$ cat src/hdl/line_cfg_pkg.sv
// Purpose: shared constants and types for the line configuration pin decoder
// Assumes: AXI4-Lite with 32-bit data, one aligned word per register
// Notes:   offsets are byte addresses

package line_cfg_pkg;

    // ----------------------------------------------------------------
    // sizes
    // ----------------------------------------------------------------
    localparam int NUM_PORTS  = 4;
    localparam int ADDR_W     = 8;
    localparam int DATA_W     = 32;

    // ----------------------------------------------------------------
    // register map
    // ----------------------------------------------------------------
    localparam logic [ADDR_W-1:0] TRISTATE_REG_OFFSET = 8'h00;
    localparam logic [ADDR_W-1:0] STATUS_REG_OFFSET   = 8'h04;
    localparam logic [NUM_PORTS-1:0] TRISTATE_RESET   = 4'h0;

    // status register field positions
    localparam int ST_ATTEN_POS_LSB = 0;  // 2 bits
    localparam int ST_BUS_STYLE    = 2;
    localparam int ST_CODEC_LSB    = 4;   // 4 bits
    localparam int ST_HW_MODE      = 8;
    localparam int ST_GLOBAL_OE    = 9;
    localparam int ST_ACCESS       = 10;

    // AXI response codes
    localparam logic [1:0] RESP_OKAY   = 2'h0;
    localparam logic [1:0] RESP_SLVERR = 2'h2;

    // ----------------------------------------------------------------
    // decoded configuration
    // ----------------------------------------------------------------
    typedef enum logic [1:0] {
        ATTEN_OFF = 2'h0,
        ATTEN_TX  = 2'h1,
        ATTEN_RX  = 2'h2
    } atten_pos_t;

    typedef enum logic [0:0] {
        BUS_STYLE_STROBE = 1'h0,   // data strobe plus read/write line
        BUS_STYLE_RDWR   = 1'h1    // separate read and write enables
    } bus_style_t;

    typedef enum logic [3:0] {
        CODE_NONE = 4'h0,
        CODE_B8ZS = 4'h1,
        CODE_HDB3 = 4'h2,
        CODE_AMI  = 4'h4
    } codec_t;

    typedef struct packed {
        atten_pos_t atten_pos;
        bus_style_t bus_style;
        codec_t     codec;
    } line_cfg_t;

    localparam line_cfg_t CFG_RESET = '{ATTEN_OFF, BUS_STYLE_STROBE, CODE_NONE};

    typedef enum logic [1:0] {
        ACC_IDLE   = 2'h1,
        ACC_ACTIVE = 2'h2
    } acc_state_t;

endpackage

$ cat src/hdl/strap_decode.sv
// Purpose: combinational decode of the shared mode pins
// Assumes: three-level input sensed as a driven flag plus a level
// Notes:   host-mode fields outside this decode read as neutral values

`timescale 1ns/1ns

module strap_decode (
    input  wire logic                    hw_mode_in,
    input  wire logic                    atten_sel_driven_in,
    input  wire logic                    atten_sel_level_in,
    input  wire logic                    style_code_sel_in,
    input  wire logic                    unipolar_in,
    input  wire logic                    e1_mode_in,
    output line_cfg_pkg::line_cfg_t      cfg_out
);
    import line_cfg_pkg::*;

    // zero-substituting code for the active line rate
    function automatic codec_t subst_code(input logic e1);
        return e1 ? CODE_HDB3 : CODE_B8ZS;
    endfunction

    // decode of the pins according to the operating mode
    always_comb begin
        cfg_out = CFG_RESET;
        if (hw_mode_in) begin
            if (!atten_sel_driven_in)
                cfg_out.atten_pos = ATTEN_OFF;
            else if (atten_sel_level_in)
                cfg_out.atten_pos = ATTEN_RX;
            else
                cfg_out.atten_pos = ATTEN_TX;
            if (unipolar_in)
                cfg_out.codec = style_code_sel_in ? CODE_AMI : subst_code(e1_mode_in);
        end else begin
            cfg_out.bus_style = style_code_sel_in ? BUS_STYLE_RDWR : BUS_STYLE_STROBE;
        end
    end

endmodule

$ cat src/hdl/line_config_pin_decode.sv
// Purpose: mode pin decode, host access gating and transmit driver tristate control
// Assumes: pins already synchronous to REF_CLK_IN; AXI4-Lite register access
// Notes:   tristate output is combinational so a low global enable acts at once

`timescale 1ns/1ns

module line_config_pin_decode #(
    parameter int PORTS = line_cfg_pkg::NUM_PORTS
) (
    input  wire logic                           REF_CLK_IN,
    input  wire logic                           RST_IN,
    // mode and shared pins
    input  wire logic                           HW_MODE_IN,
    input  wire logic                           CS_N_ATTEN_LEVEL_IN,
    input  wire logic                           ATTEN_SEL_DRIVEN_IN,
    input  wire logic                           STYLE_CODE_SEL_IN,
    input  wire logic                           UNIPOLAR_IN,
    input  wire logic                           E1_MODE_IN,
    input  wire logic                           OUTPUT_ENABLE_IN,
    // decoded results
    output line_cfg_pkg::line_cfg_t             LINE_CFG_OUT,
    output logic                                HOST_ACCESS_OUT,
    output logic [PORTS-1:0]                    TX_TRISTATE_OUT,
    // AXI4-Lite slave
    input  wire logic [line_cfg_pkg::ADDR_W-1:0] S_AXI_AWADDR_IN,
    input  wire logic                           S_AXI_AWVALID_IN,
    output logic                                S_AXI_AWREADY_OUT,
    input  wire logic [line_cfg_pkg::DATA_W-1:0] S_AXI_WDATA_IN,
    input  wire logic [3:0]                     S_AXI_WSTRB_IN,
    input  wire logic                           S_AXI_WVALID_IN,
    output logic                                S_AXI_WREADY_OUT,
    output logic [1:0]                          S_AXI_BRESP_OUT,
    output logic                                S_AXI_BVALID_OUT,
    input  wire logic                           S_AXI_BREADY_IN,
    input  wire logic [line_cfg_pkg::ADDR_W-1:0] S_AXI_ARADDR_IN,
    input  wire logic                           S_AXI_ARVALID_IN,
    output logic                                S_AXI_ARREADY_OUT,
    output logic [line_cfg_pkg::DATA_W-1:0]     S_AXI_RDATA_OUT,
    output logic [1:0]                          S_AXI_RRESP_OUT,
    output logic                                S_AXI_RVALID_OUT,
    input  wire logic                           S_AXI_RREADY_IN
);
    import line_cfg_pkg::*;

    // ----------------------------------------------------------------
    // pin decode
    // ----------------------------------------------------------------
    line_cfg_t  cfg_next;
    line_cfg_t  cfg_reg;
    logic       cs_n_prev_reg;
    acc_state_t acc_reg;

    strap_decode u_decode (
        .hw_mode_in        (HW_MODE_IN),
        .atten_sel_driven_in (ATTEN_SEL_DRIVEN_IN),
        .atten_sel_level_in  (CS_N_ATTEN_LEVEL_IN),
        .style_code_sel_in (STYLE_CODE_SEL_IN),
        .unipolar_in       (UNIPOLAR_IN),
        .e1_mode_in        (E1_MODE_IN),
        .cfg_out           (cfg_next)
    );

    // registered configuration to the port datapaths
    always_ff @(posedge REF_CLK_IN) begin
        if (RST_IN)
            cfg_reg <= CFG_RESET;
        else
            cfg_reg <= cfg_next;
    end

    assign LINE_CFG_OUT = cfg_reg;

    // ----------------------------------------------------------------
    // chip select access gating
    // ----------------------------------------------------------------
    // previous chip select level, reset to inactive
    always_ff @(posedge REF_CLK_IN) begin
        if (RST_IN)
            cs_n_prev_reg <= 1'b1;
        else
            cs_n_prev_reg <= CS_N_ATTEN_LEVEL_IN;
    end

    // access opens only on a falling chip select
    always_ff @(posedge REF_CLK_IN) begin
        if (RST_IN) begin
            acc_reg <= ACC_IDLE;
        end else begin
            case (acc_reg)
                ACC_IDLE: begin
                    if (!HW_MODE_IN && cs_n_prev_reg && !CS_N_ATTEN_LEVEL_IN)
                        acc_reg <= ACC_ACTIVE;
                end
                ACC_ACTIVE: begin
                    if (HW_MODE_IN || CS_N_ATTEN_LEVEL_IN)
                        acc_reg <= ACC_IDLE;
                end
                default: acc_reg <= ACC_IDLE;
            endcase
        end
    end

    assign HOST_ACCESS_OUT = (acc_reg == ACC_ACTIVE);

    // ----------------------------------------------------------------
    // driver tristate control
    // ----------------------------------------------------------------
    logic [PORTS-1:0] tristate_reg;
    logic [PORTS-1:0] sw_tristate;

    // software bits count only outside hardware mode
    assign sw_tristate = HW_MODE_IN ? '0 : tristate_reg;

    // global pin overrides every port at once
    assign TX_TRISTATE_OUT = {PORTS{!OUTPUT_ENABLE_IN}} | sw_tristate;

    // apart from the tristate outputs and its status register bit, nothing else depends on the global enable pin

    // ----------------------------------------------------------------
    // AXI4-Lite write channel
    // ----------------------------------------------------------------
    logic              aw_held_reg;
    logic              w_held_reg;
    logic [ADDR_W-1:0] waddr_reg;
    logic [DATA_W-1:0] wdata_reg;
    logic              wstrb0_reg;
    logic              do_write;

    assign S_AXI_AWREADY_OUT = !aw_held_reg && !S_AXI_BVALID_OUT;
    assign S_AXI_WREADY_OUT  = !w_held_reg && !S_AXI_BVALID_OUT;
    assign do_write          = aw_held_reg && w_held_reg && !S_AXI_BVALID_OUT;

    // address and data are captured independently
    always_ff @(posedge REF_CLK_IN) begin
        if (RST_IN) begin
            aw_held_reg <= 1'b0;
            w_held_reg  <= 1'b0;
            waddr_reg   <= '0;
            wdata_reg   <= '0;
            wstrb0_reg  <= 1'b0;
        end else begin
            if (S_AXI_AWVALID_IN && S_AXI_AWREADY_OUT) begin
                aw_held_reg <= 1'b1;
                waddr_reg   <= S_AXI_AWADDR_IN;
            end else if (do_write) begin
                aw_held_reg <= 1'b0;
            end
            if (S_AXI_WVALID_IN && S_AXI_WREADY_OUT) begin
                w_held_reg <= 1'b1;
                wdata_reg  <= S_AXI_WDATA_IN;
                wstrb0_reg <= S_AXI_WSTRB_IN[0];
            end else if (do_write) begin
                w_held_reg <= 1'b0;
            end
        end
    end

    // write response, error for unmapped addresses
    always_ff @(posedge REF_CLK_IN) begin
        if (RST_IN) begin
            S_AXI_BVALID_OUT <= 1'b0;
            S_AXI_BRESP_OUT  <= RESP_OKAY;
        end else if (do_write) begin
            S_AXI_BVALID_OUT <= 1'b1;
            S_AXI_BRESP_OUT  <= (waddr_reg == TRISTATE_REG_OFFSET ||
                                 waddr_reg == STATUS_REG_OFFSET) ? RESP_OKAY : RESP_SLVERR;
        end else if (S_AXI_BREADY_IN) begin
            S_AXI_BVALID_OUT <= 1'b0;
        end
    end

    always_ff @(posedge REF_CLK_IN) begin
        if (RST_IN)
            tristate_reg <= TRISTATE_RESET[PORTS-1:0];
        else if (do_write && waddr_reg == TRISTATE_REG_OFFSET && wstrb0_reg)
            tristate_reg <= wdata_reg[PORTS-1:0];
    end

    // ----------------------------------------------------------------
    // AXI4-Lite read channel
    // ----------------------------------------------------------------
    logic [DATA_W-1:0] status_word;

    always_comb begin
        status_word = '0;
        status_word[ST_ATTEN_POS_LSB +: 2] = cfg_reg.atten_pos;
        status_word[ST_BUS_STYLE]       = cfg_reg.bus_style;
        status_word[ST_CODEC_LSB +: 4]  = cfg_reg.codec;
        status_word[ST_HW_MODE]         = HW_MODE_IN;
        status_word[ST_GLOBAL_OE]       = OUTPUT_ENABLE_IN;
        status_word[ST_ACCESS]          = HOST_ACCESS_OUT;
    end

    assign S_AXI_ARREADY_OUT = !S_AXI_RVALID_OUT;

    // read data one cycle after the address is taken
    always_ff @(posedge REF_CLK_IN) begin
        if (RST_IN) begin
            S_AXI_RVALID_OUT <= 1'b0;
            S_AXI_RDATA_OUT  <= '0;
            S_AXI_RRESP_OUT  <= RESP_OKAY;
        end else if (S_AXI_ARVALID_IN && S_AXI_ARREADY_OUT) begin
            S_AXI_RVALID_OUT <= 1'b1;
            S_AXI_RRESP_OUT  <= RESP_OKAY;
            case (S_AXI_ARADDR_IN)
                TRISTATE_REG_OFFSET: S_AXI_RDATA_OUT <= DATA_W'(tristate_reg);
                STATUS_REG_OFFSET:   S_AXI_RDATA_OUT <= status_word;
                default: begin
                    S_AXI_RDATA_OUT <= '0;
                    S_AXI_RRESP_OUT <= RESP_SLVERR;
                end
            endcase
        end else if (S_AXI_RREADY_IN) begin
            S_AXI_RVALID_OUT <= 1'b0;
        end
    end
endmodule

$ cat config.mk
export PLATFORM = sky130hd
export DESIGN_NAME = line_config_pin_decode
export DESIGN_NICKNAME = d
export VERILOG_FILES = /design/src/hdl/line_cfg_pkg.sv /design/src/hdl/strap_decode.sv /design/src/hdl/line_config_pin_decode.sv
export SDC_FILE = /design/constraint.sdc
export NUM_CORES = 1
export LEC_CHECK = 0
export ABC_CLOCK_PERIOD_IN_PS = 2700
export BUFFER_PORTS_ARGS = -buffer_cell sky130_fd_sc_hd__buf_2
export CORE_ASPECT_RATIO = 1.1
export CORE_MARGIN = 10
export CORE_UTILIZATION = 47
export CTS_BUF_LIST = sky130_fd_sc_hd__clkbuf_4
export DETAILED_ROUTE_END_ITERATION = 12
export PLACE_DENSITY = 0.87
export SLEW_MARGIN = 20
export SYNTH_ARGS = -nofsm -noshare
export SYNTH_HDL_FRONTEND = slang
export SYNTH_HIERARCHICAL = 1
export SYNTH_SLANG_ARGS = --single-unit
$ cat constraint.sdc
create_clock -name REF_CLK_IN -period 2.7 [get_ports REF_CLK_IN]
set_input_delay 0.54 -clock REF_CLK_IN [delete_from_list [all_inputs] [get_ports REF_CLK_IN]]
set_output_delay 0.54 -clock REF_CLK_IN [all_outputs]
set_load 0.005 [all_outputs]
## Yosys cells after proc, flatten, opt, wreduce, memory -nomap -nowiden

Index checks and enable logic that the tools add are counted.

- Bits in registers: 67
- Bits of input ports: 66

- Eq/ne operators: 6
- Multiplexer cells: 18
- Bitwise operators: 4
- Reductions and logical operators: 32

Operators by type and width:

| operator | number |
|---|---|
| $pmux 11 s2 | 1 |
| $eq 8x3->1 const B | 2 |
| $logic_not 8->1 | 2 |
| $mux 2 | 6 |
| $logic_and 1x1->1 | 11 |
| $mux 1 | 8 |
| $reduce_bool 2->1 | 4 |
| $logic_not 1->1 | 7 |
| $reduce_or 3->1 | 2 |
| $mux 4 | 1 |
| $or 4x4->4 | 1 |
| $pmux 2 s2 | 1 |
| $reduce_or 2->1 | 2 |
| $reduce_or 4->1 | 1 |
| $mux 3 | 1 |
| $not 1->1 | 3 |
| $eq 2x1->1 const B | 1 |
| $eq 2x2->1 const B | 1 |
| $logic_or 1x1->1 | 2 |
| $ne 2x1->1 const B | 1 |
| $ne 2x2->1 const B | 1 |
| $reduce_and 2->1 | 1 |

## Longest topological paths before layout

- Word-level depth: 5
- Gate-level depth with buffers: 5
- Mapped depth without buffers: 3

## Hierarchy

The synthesis kept the hierarchy.

By module, submodules not included:

| module | times used | cells an instance | area each (µm²) |
|---|---|---|---|
| line_config_pin_decode | 1 | 184 | 1849.3 |
| strap_decode | 1 | 8 | 65.1 |

## Worst setup path after synthesis

No wires, ideal clock.

- Path type: in2reg
- From: input port S_AXI_ARADDR_IN[1] (netlist name)
- To: register S_AXI_RDATA_OUT[10] (netlist name)
- Setup time: 0.070 ns
- Data arrival time: 1.721 ns
- Setup slack: 0.909 ns
- Stages: 3
- Buffers on the path: 0
- Cells stage by stage: or4_4 or4_4 o2bb2ai_1

- Longest elaborated chain between the ends: 2

Ends and longest elaborated chain:

| item | line | source |
|---|---|---|
| from (decl) | line_config_pin_decode.sv:35 | `input wire logic [line_cfg_pkg::ADDR_W-1:0] S_AXI_ARADDR_IN,` |
| $eq 8x3->1 / $logic_not 8->1 (equally long branches) | line_config_pin_decode.sv:205 | `case (S_AXI_ARADDR_IN)` |
| $pmux 11 s2 * | line_config_pin_decode.sv:205 |  |
| to (signal assigned) | line_config_pin_decode.sv:206 | `TRISTATE_REG_OFFSET: S_AXI_RDATA_OUT <= DATA_W'(tristate_reg);` |
| to (signal assigned) | line_config_pin_decode.sv:207 | `STATUS_REG_OFFSET: S_AXI_RDATA_OUT <= status_word;` |
| to (decl) | line_config_pin_decode.sv:38 | `output logic [line_cfg_pkg::DATA_W-1:0] S_AXI_RDATA_OUT,` |

Every way passes the cells marked *; elsewhere a longest branch is shown, timed or not.
A chain may end at the register's enable or synchronous reset.

## Worst setup path after layout

- From: register waddr_reg[5]
- To: register tristate_reg[3]

- Longest elaborated chain between the ends: 3

Ends and longest elaborated chain:

| item | line | source |
|---|---|---|
| from (decl) | line_config_pin_decode.sv:124 | `logic [ADDR_W-1:0] waddr_reg;` |
| from (signal assigned) | line_config_pin_decode.sv:138 | `waddr_reg <= '0;` |
| from (signal assigned) | line_config_pin_decode.sv:144 | `waddr_reg <= S_AXI_AWADDR_IN;` |
| $logic_not 8->1 | line_config_pin_decode.sv:175 | `else if (do_write && waddr_reg == TRISTATE_REG_OFFSET && wstrb0_reg)` |
| $logic_and 1x1->1 (2 in a row) | line_config_pin_decode.sv:175 |  |
| to (signal assigned) | line_config_pin_decode.sv:174 | `tristate_reg <= TRISTATE_RESET[PORTS-1:0];` |
| to (signal assigned) | line_config_pin_decode.sv:176 | `tristate_reg <= wdata_reg[PORTS-1:0];` |
| to (decl) | line_config_pin_decode.sv:108 | `logic [PORTS-1:0] tristate_reg;` |

Every way passes these cells.

==> out/results.ini <==
[worst_hold_path]
hold-path-cell-count = 2
hold_end = cs_n_prev_reg
min_path_type = input port to flop
hold_start = CS_N_ATTEN_LEVEL_IN

[power_and_ir_drop]
power_frac_seq = 0.521
swShare = 0.224
p_comb_frac = 0.114
powerDensity_mw_per_mm2 = 583
power.internal_uw = 1030
ir_drop_uv = 323
clkPwrFrac = 0.365
leakage_uw = 0.00105
switchingPower_uw = 297

[cts]
ctsResizeCount = 0
numCtsBuffers = 5
cts_tree = yes
clkTransAtPathRegs_ns = 0.12
insertion_delay_ns = 0.35
cts_buffer_depth = 2
ctsHoldBuffers = 0
htreeDepth = 2
cts_setup_buffers = 0
cts_root_buf = clkbuf_4
cts_sinks = 44

[global_route]
overflow = 0
met1_usage = 0.127
gr-usage-all-layers = 0.122
grtUsageMet2 = 0.214
grt_max_degree = 39
antenna_found_initial = 0
grt_pass1_vias = 1459
grt_busiest_layer = met2
grt_pass1_wl_um = 6830
met3_usage = 0.0434

[floorplanning]
die_h_um = 86.9
pin_count = 119
coreArea_mm2 = 0.00396
initial_core_util = 0.483
die-area_mm2 = 0.00703
fp.dieW_um = 80.9
rows = 24

[sta]
grt_setup_unrepaired = false
post-route-period-util = 0.616
relSlewSlack = 0.514
tightest_slew_ns = 0.726
max_freq_mhz = 601
hold_viol_final = 0
fin_crit_ns = 1.66
setup_viol = 0
finClkSkew_ns = 0.0163
hold-worst-slack_ns = 0.420
fin_tns_setup_ns = 0
slew_viol_final = 0

[finish]
drive_above_1_share = 0.323
syn2layout_area_growth_pct = 18.9
nets = 320
diodes = 0
fill_cells = 371
largest_reg_flops = 11

[synthesis]
yosys.area.top_type = dfxtp_1
synth_top_flop_cell = dfxtp_1
synth.top_cell.area_share = 0.460
synth_cells = 192
ys_seq_area_frac = 0.460
avgSynthCellArea_um2 = 9.97
synth-edff-count = 0
yosys-top-cells-area = dfxtp_1 (46%), mux2i_1 (10%), buf_4 (9.4%), nand2b_1 (4.6%), nor2_1 (3.9%)
synth_common_cells = dfxtp_1 (44), buf_4 (24), mux2i_1 (20), nor2_1 (20), nand2b_1 (14)
yosysMostFrequentCell = dfxtp_1
synth_area_mm2 = 0.00191
yosysWarningCount = 6
async_flop_share = 0
ys_types = 30
ys_ff_latch = 44

[setup_path]
crit_chain = or4_4 -> nor4_4 -> mux2i_1
cp_data_arrival_time_ns = 1.93
r2r_cells = 3
slowest_delay_ns = 0.55
r2r-start = waddr_reg[5]
cp_data_required_time_ns = 2.97
r2r_slack_ns = 1.04
worst-path-max-fanout = 4
regToRegEndpoint = tristate_reg[3]
start_kind = flop
crit_type = flop to flop
critPathSlowestCell = or4_4
cp-end-kind = flop

[run]
cap_violations = 0

[detailed_routing]
viasPerCell = 4.71
routed-via-count = 1441
first_iter_violations = 62
wire_per_inst_um = 14.0
drc = 0
ant_nets = 0
dr.pass1.iters = 4
drt-total-wl_um = 4270

[placed_design]
hpwl_um = 3440
gp_congestion = 0.693
numPortBuffers = 64

[run_status]
status = complete, no violations

worst max-delay path by stage:
| stage | from | endpoint | slack, ns |
|---|---|---|---|
| 2_1_floorplan | S_AXI_ARADDR_IN[1] | S_AXI_RDATA_OUT[10] | 0.91 |
| 3_3_place_gp | S_AXI_ARADDR_IN[1] | S_AXI_RDATA_OUT[2] | 0.74 |
| 3_5_place_dp | S_AXI_ARADDR_IN[1] | S_AXI_RDATA_OUT[10] | 0.70 |
| 4_1_cts | waddr_reg[5] | tristate_reg[3] | 1.02 |
| 5_1_grt | acc_reg[1] | HOST_ACCESS_OUT | 0.94 |
| 6_report | waddr_reg[5] | tristate_reg[3] | 1.04 |
worst max-delay path: cells and delay by family, from the launching register on:
kind,cells,cell delay (ns)
multiplexers,1,0.23
flip-flops,1,0.34
AND/OR/NAND/NOR,2,1.01
power groups by stage:
stage	sequential, uW	clock [uW]	combinational (uW)
after floorplan	702	0	121
after global placement	704	0	147
after detailed placement	706	0	151
after CTS	691	498	152
after global routing	696	523	170
final	691	484	152
logic make-up (layout without fill, tap and decap cells):
kind of cell / Yosys count / after routing / share of synthesized area
AOI/OAI and AO/OA: 21 / 21 / 0.0824
buffers and inverters: 38 / 78 / 0.122
DFF: 44 / 44 / 0.460
muxes: 20 / 20 / 0.105
other: 2 / 24 / 0.00392
and+or+nand+nor: 67 / 67 / 0.227
cell type report:
type | instances | area, um^2 | area share
multi-input combinational | 132 | 882 | 0.388
timing repair buffer | 65 | 328 | 0.144
inverter | 6 | 22.5 | 0.00990
sequential | 44 | 881 | 0.387
tap | 52 | 65.1 | 0.0286
clock inverter | 2 | 60.1 | 0.0264
clock buffer | 5 | 37.5 | 0.0165
layer usage:
layer	part of all wire	up-vias
met2	0.51	53
met1	0.38	658
met3	0.094	6
met4	0.016	0
met5	0	-
li1	-	724
metrics by stage:
step,total power (uW),cells,area [um^2],utilization,setup slack [ns]
after floorplan,823,214,2000,-,0.909
after CTS,1340,306,2280,0.574,1.02
after global placement,851,299,2180,0.550,0.739
final,1330,306,2280,0.574,1.04
after detailed placement,857,299,2180,0.550,0.705
after global routing,1390,306,2280,0.574,0.945
layout by cell type, fill, tap and decap left out, drive strengths merged:
master / instances
buf: 65
dfxtp: 44
conb: 24
nor2: 20
mux2i: 20
nand2b: 14
nor2b: 11
a32o: 7
inv: 6
o21ai: 5
clkbuf: 5
a21oi: 4
nor3: 4
o2bb2ai: 4
or4: 3
or3: 2
nor4: 2
bufinv: 2
and3: 2
nor3b: 2
and3b: 2
or2: 1
o21a: 1
nand3b: 1
nand2: 1
and4b: 1
and4bb: 1
Note: power is estimated with default switching activity, not from simulation.
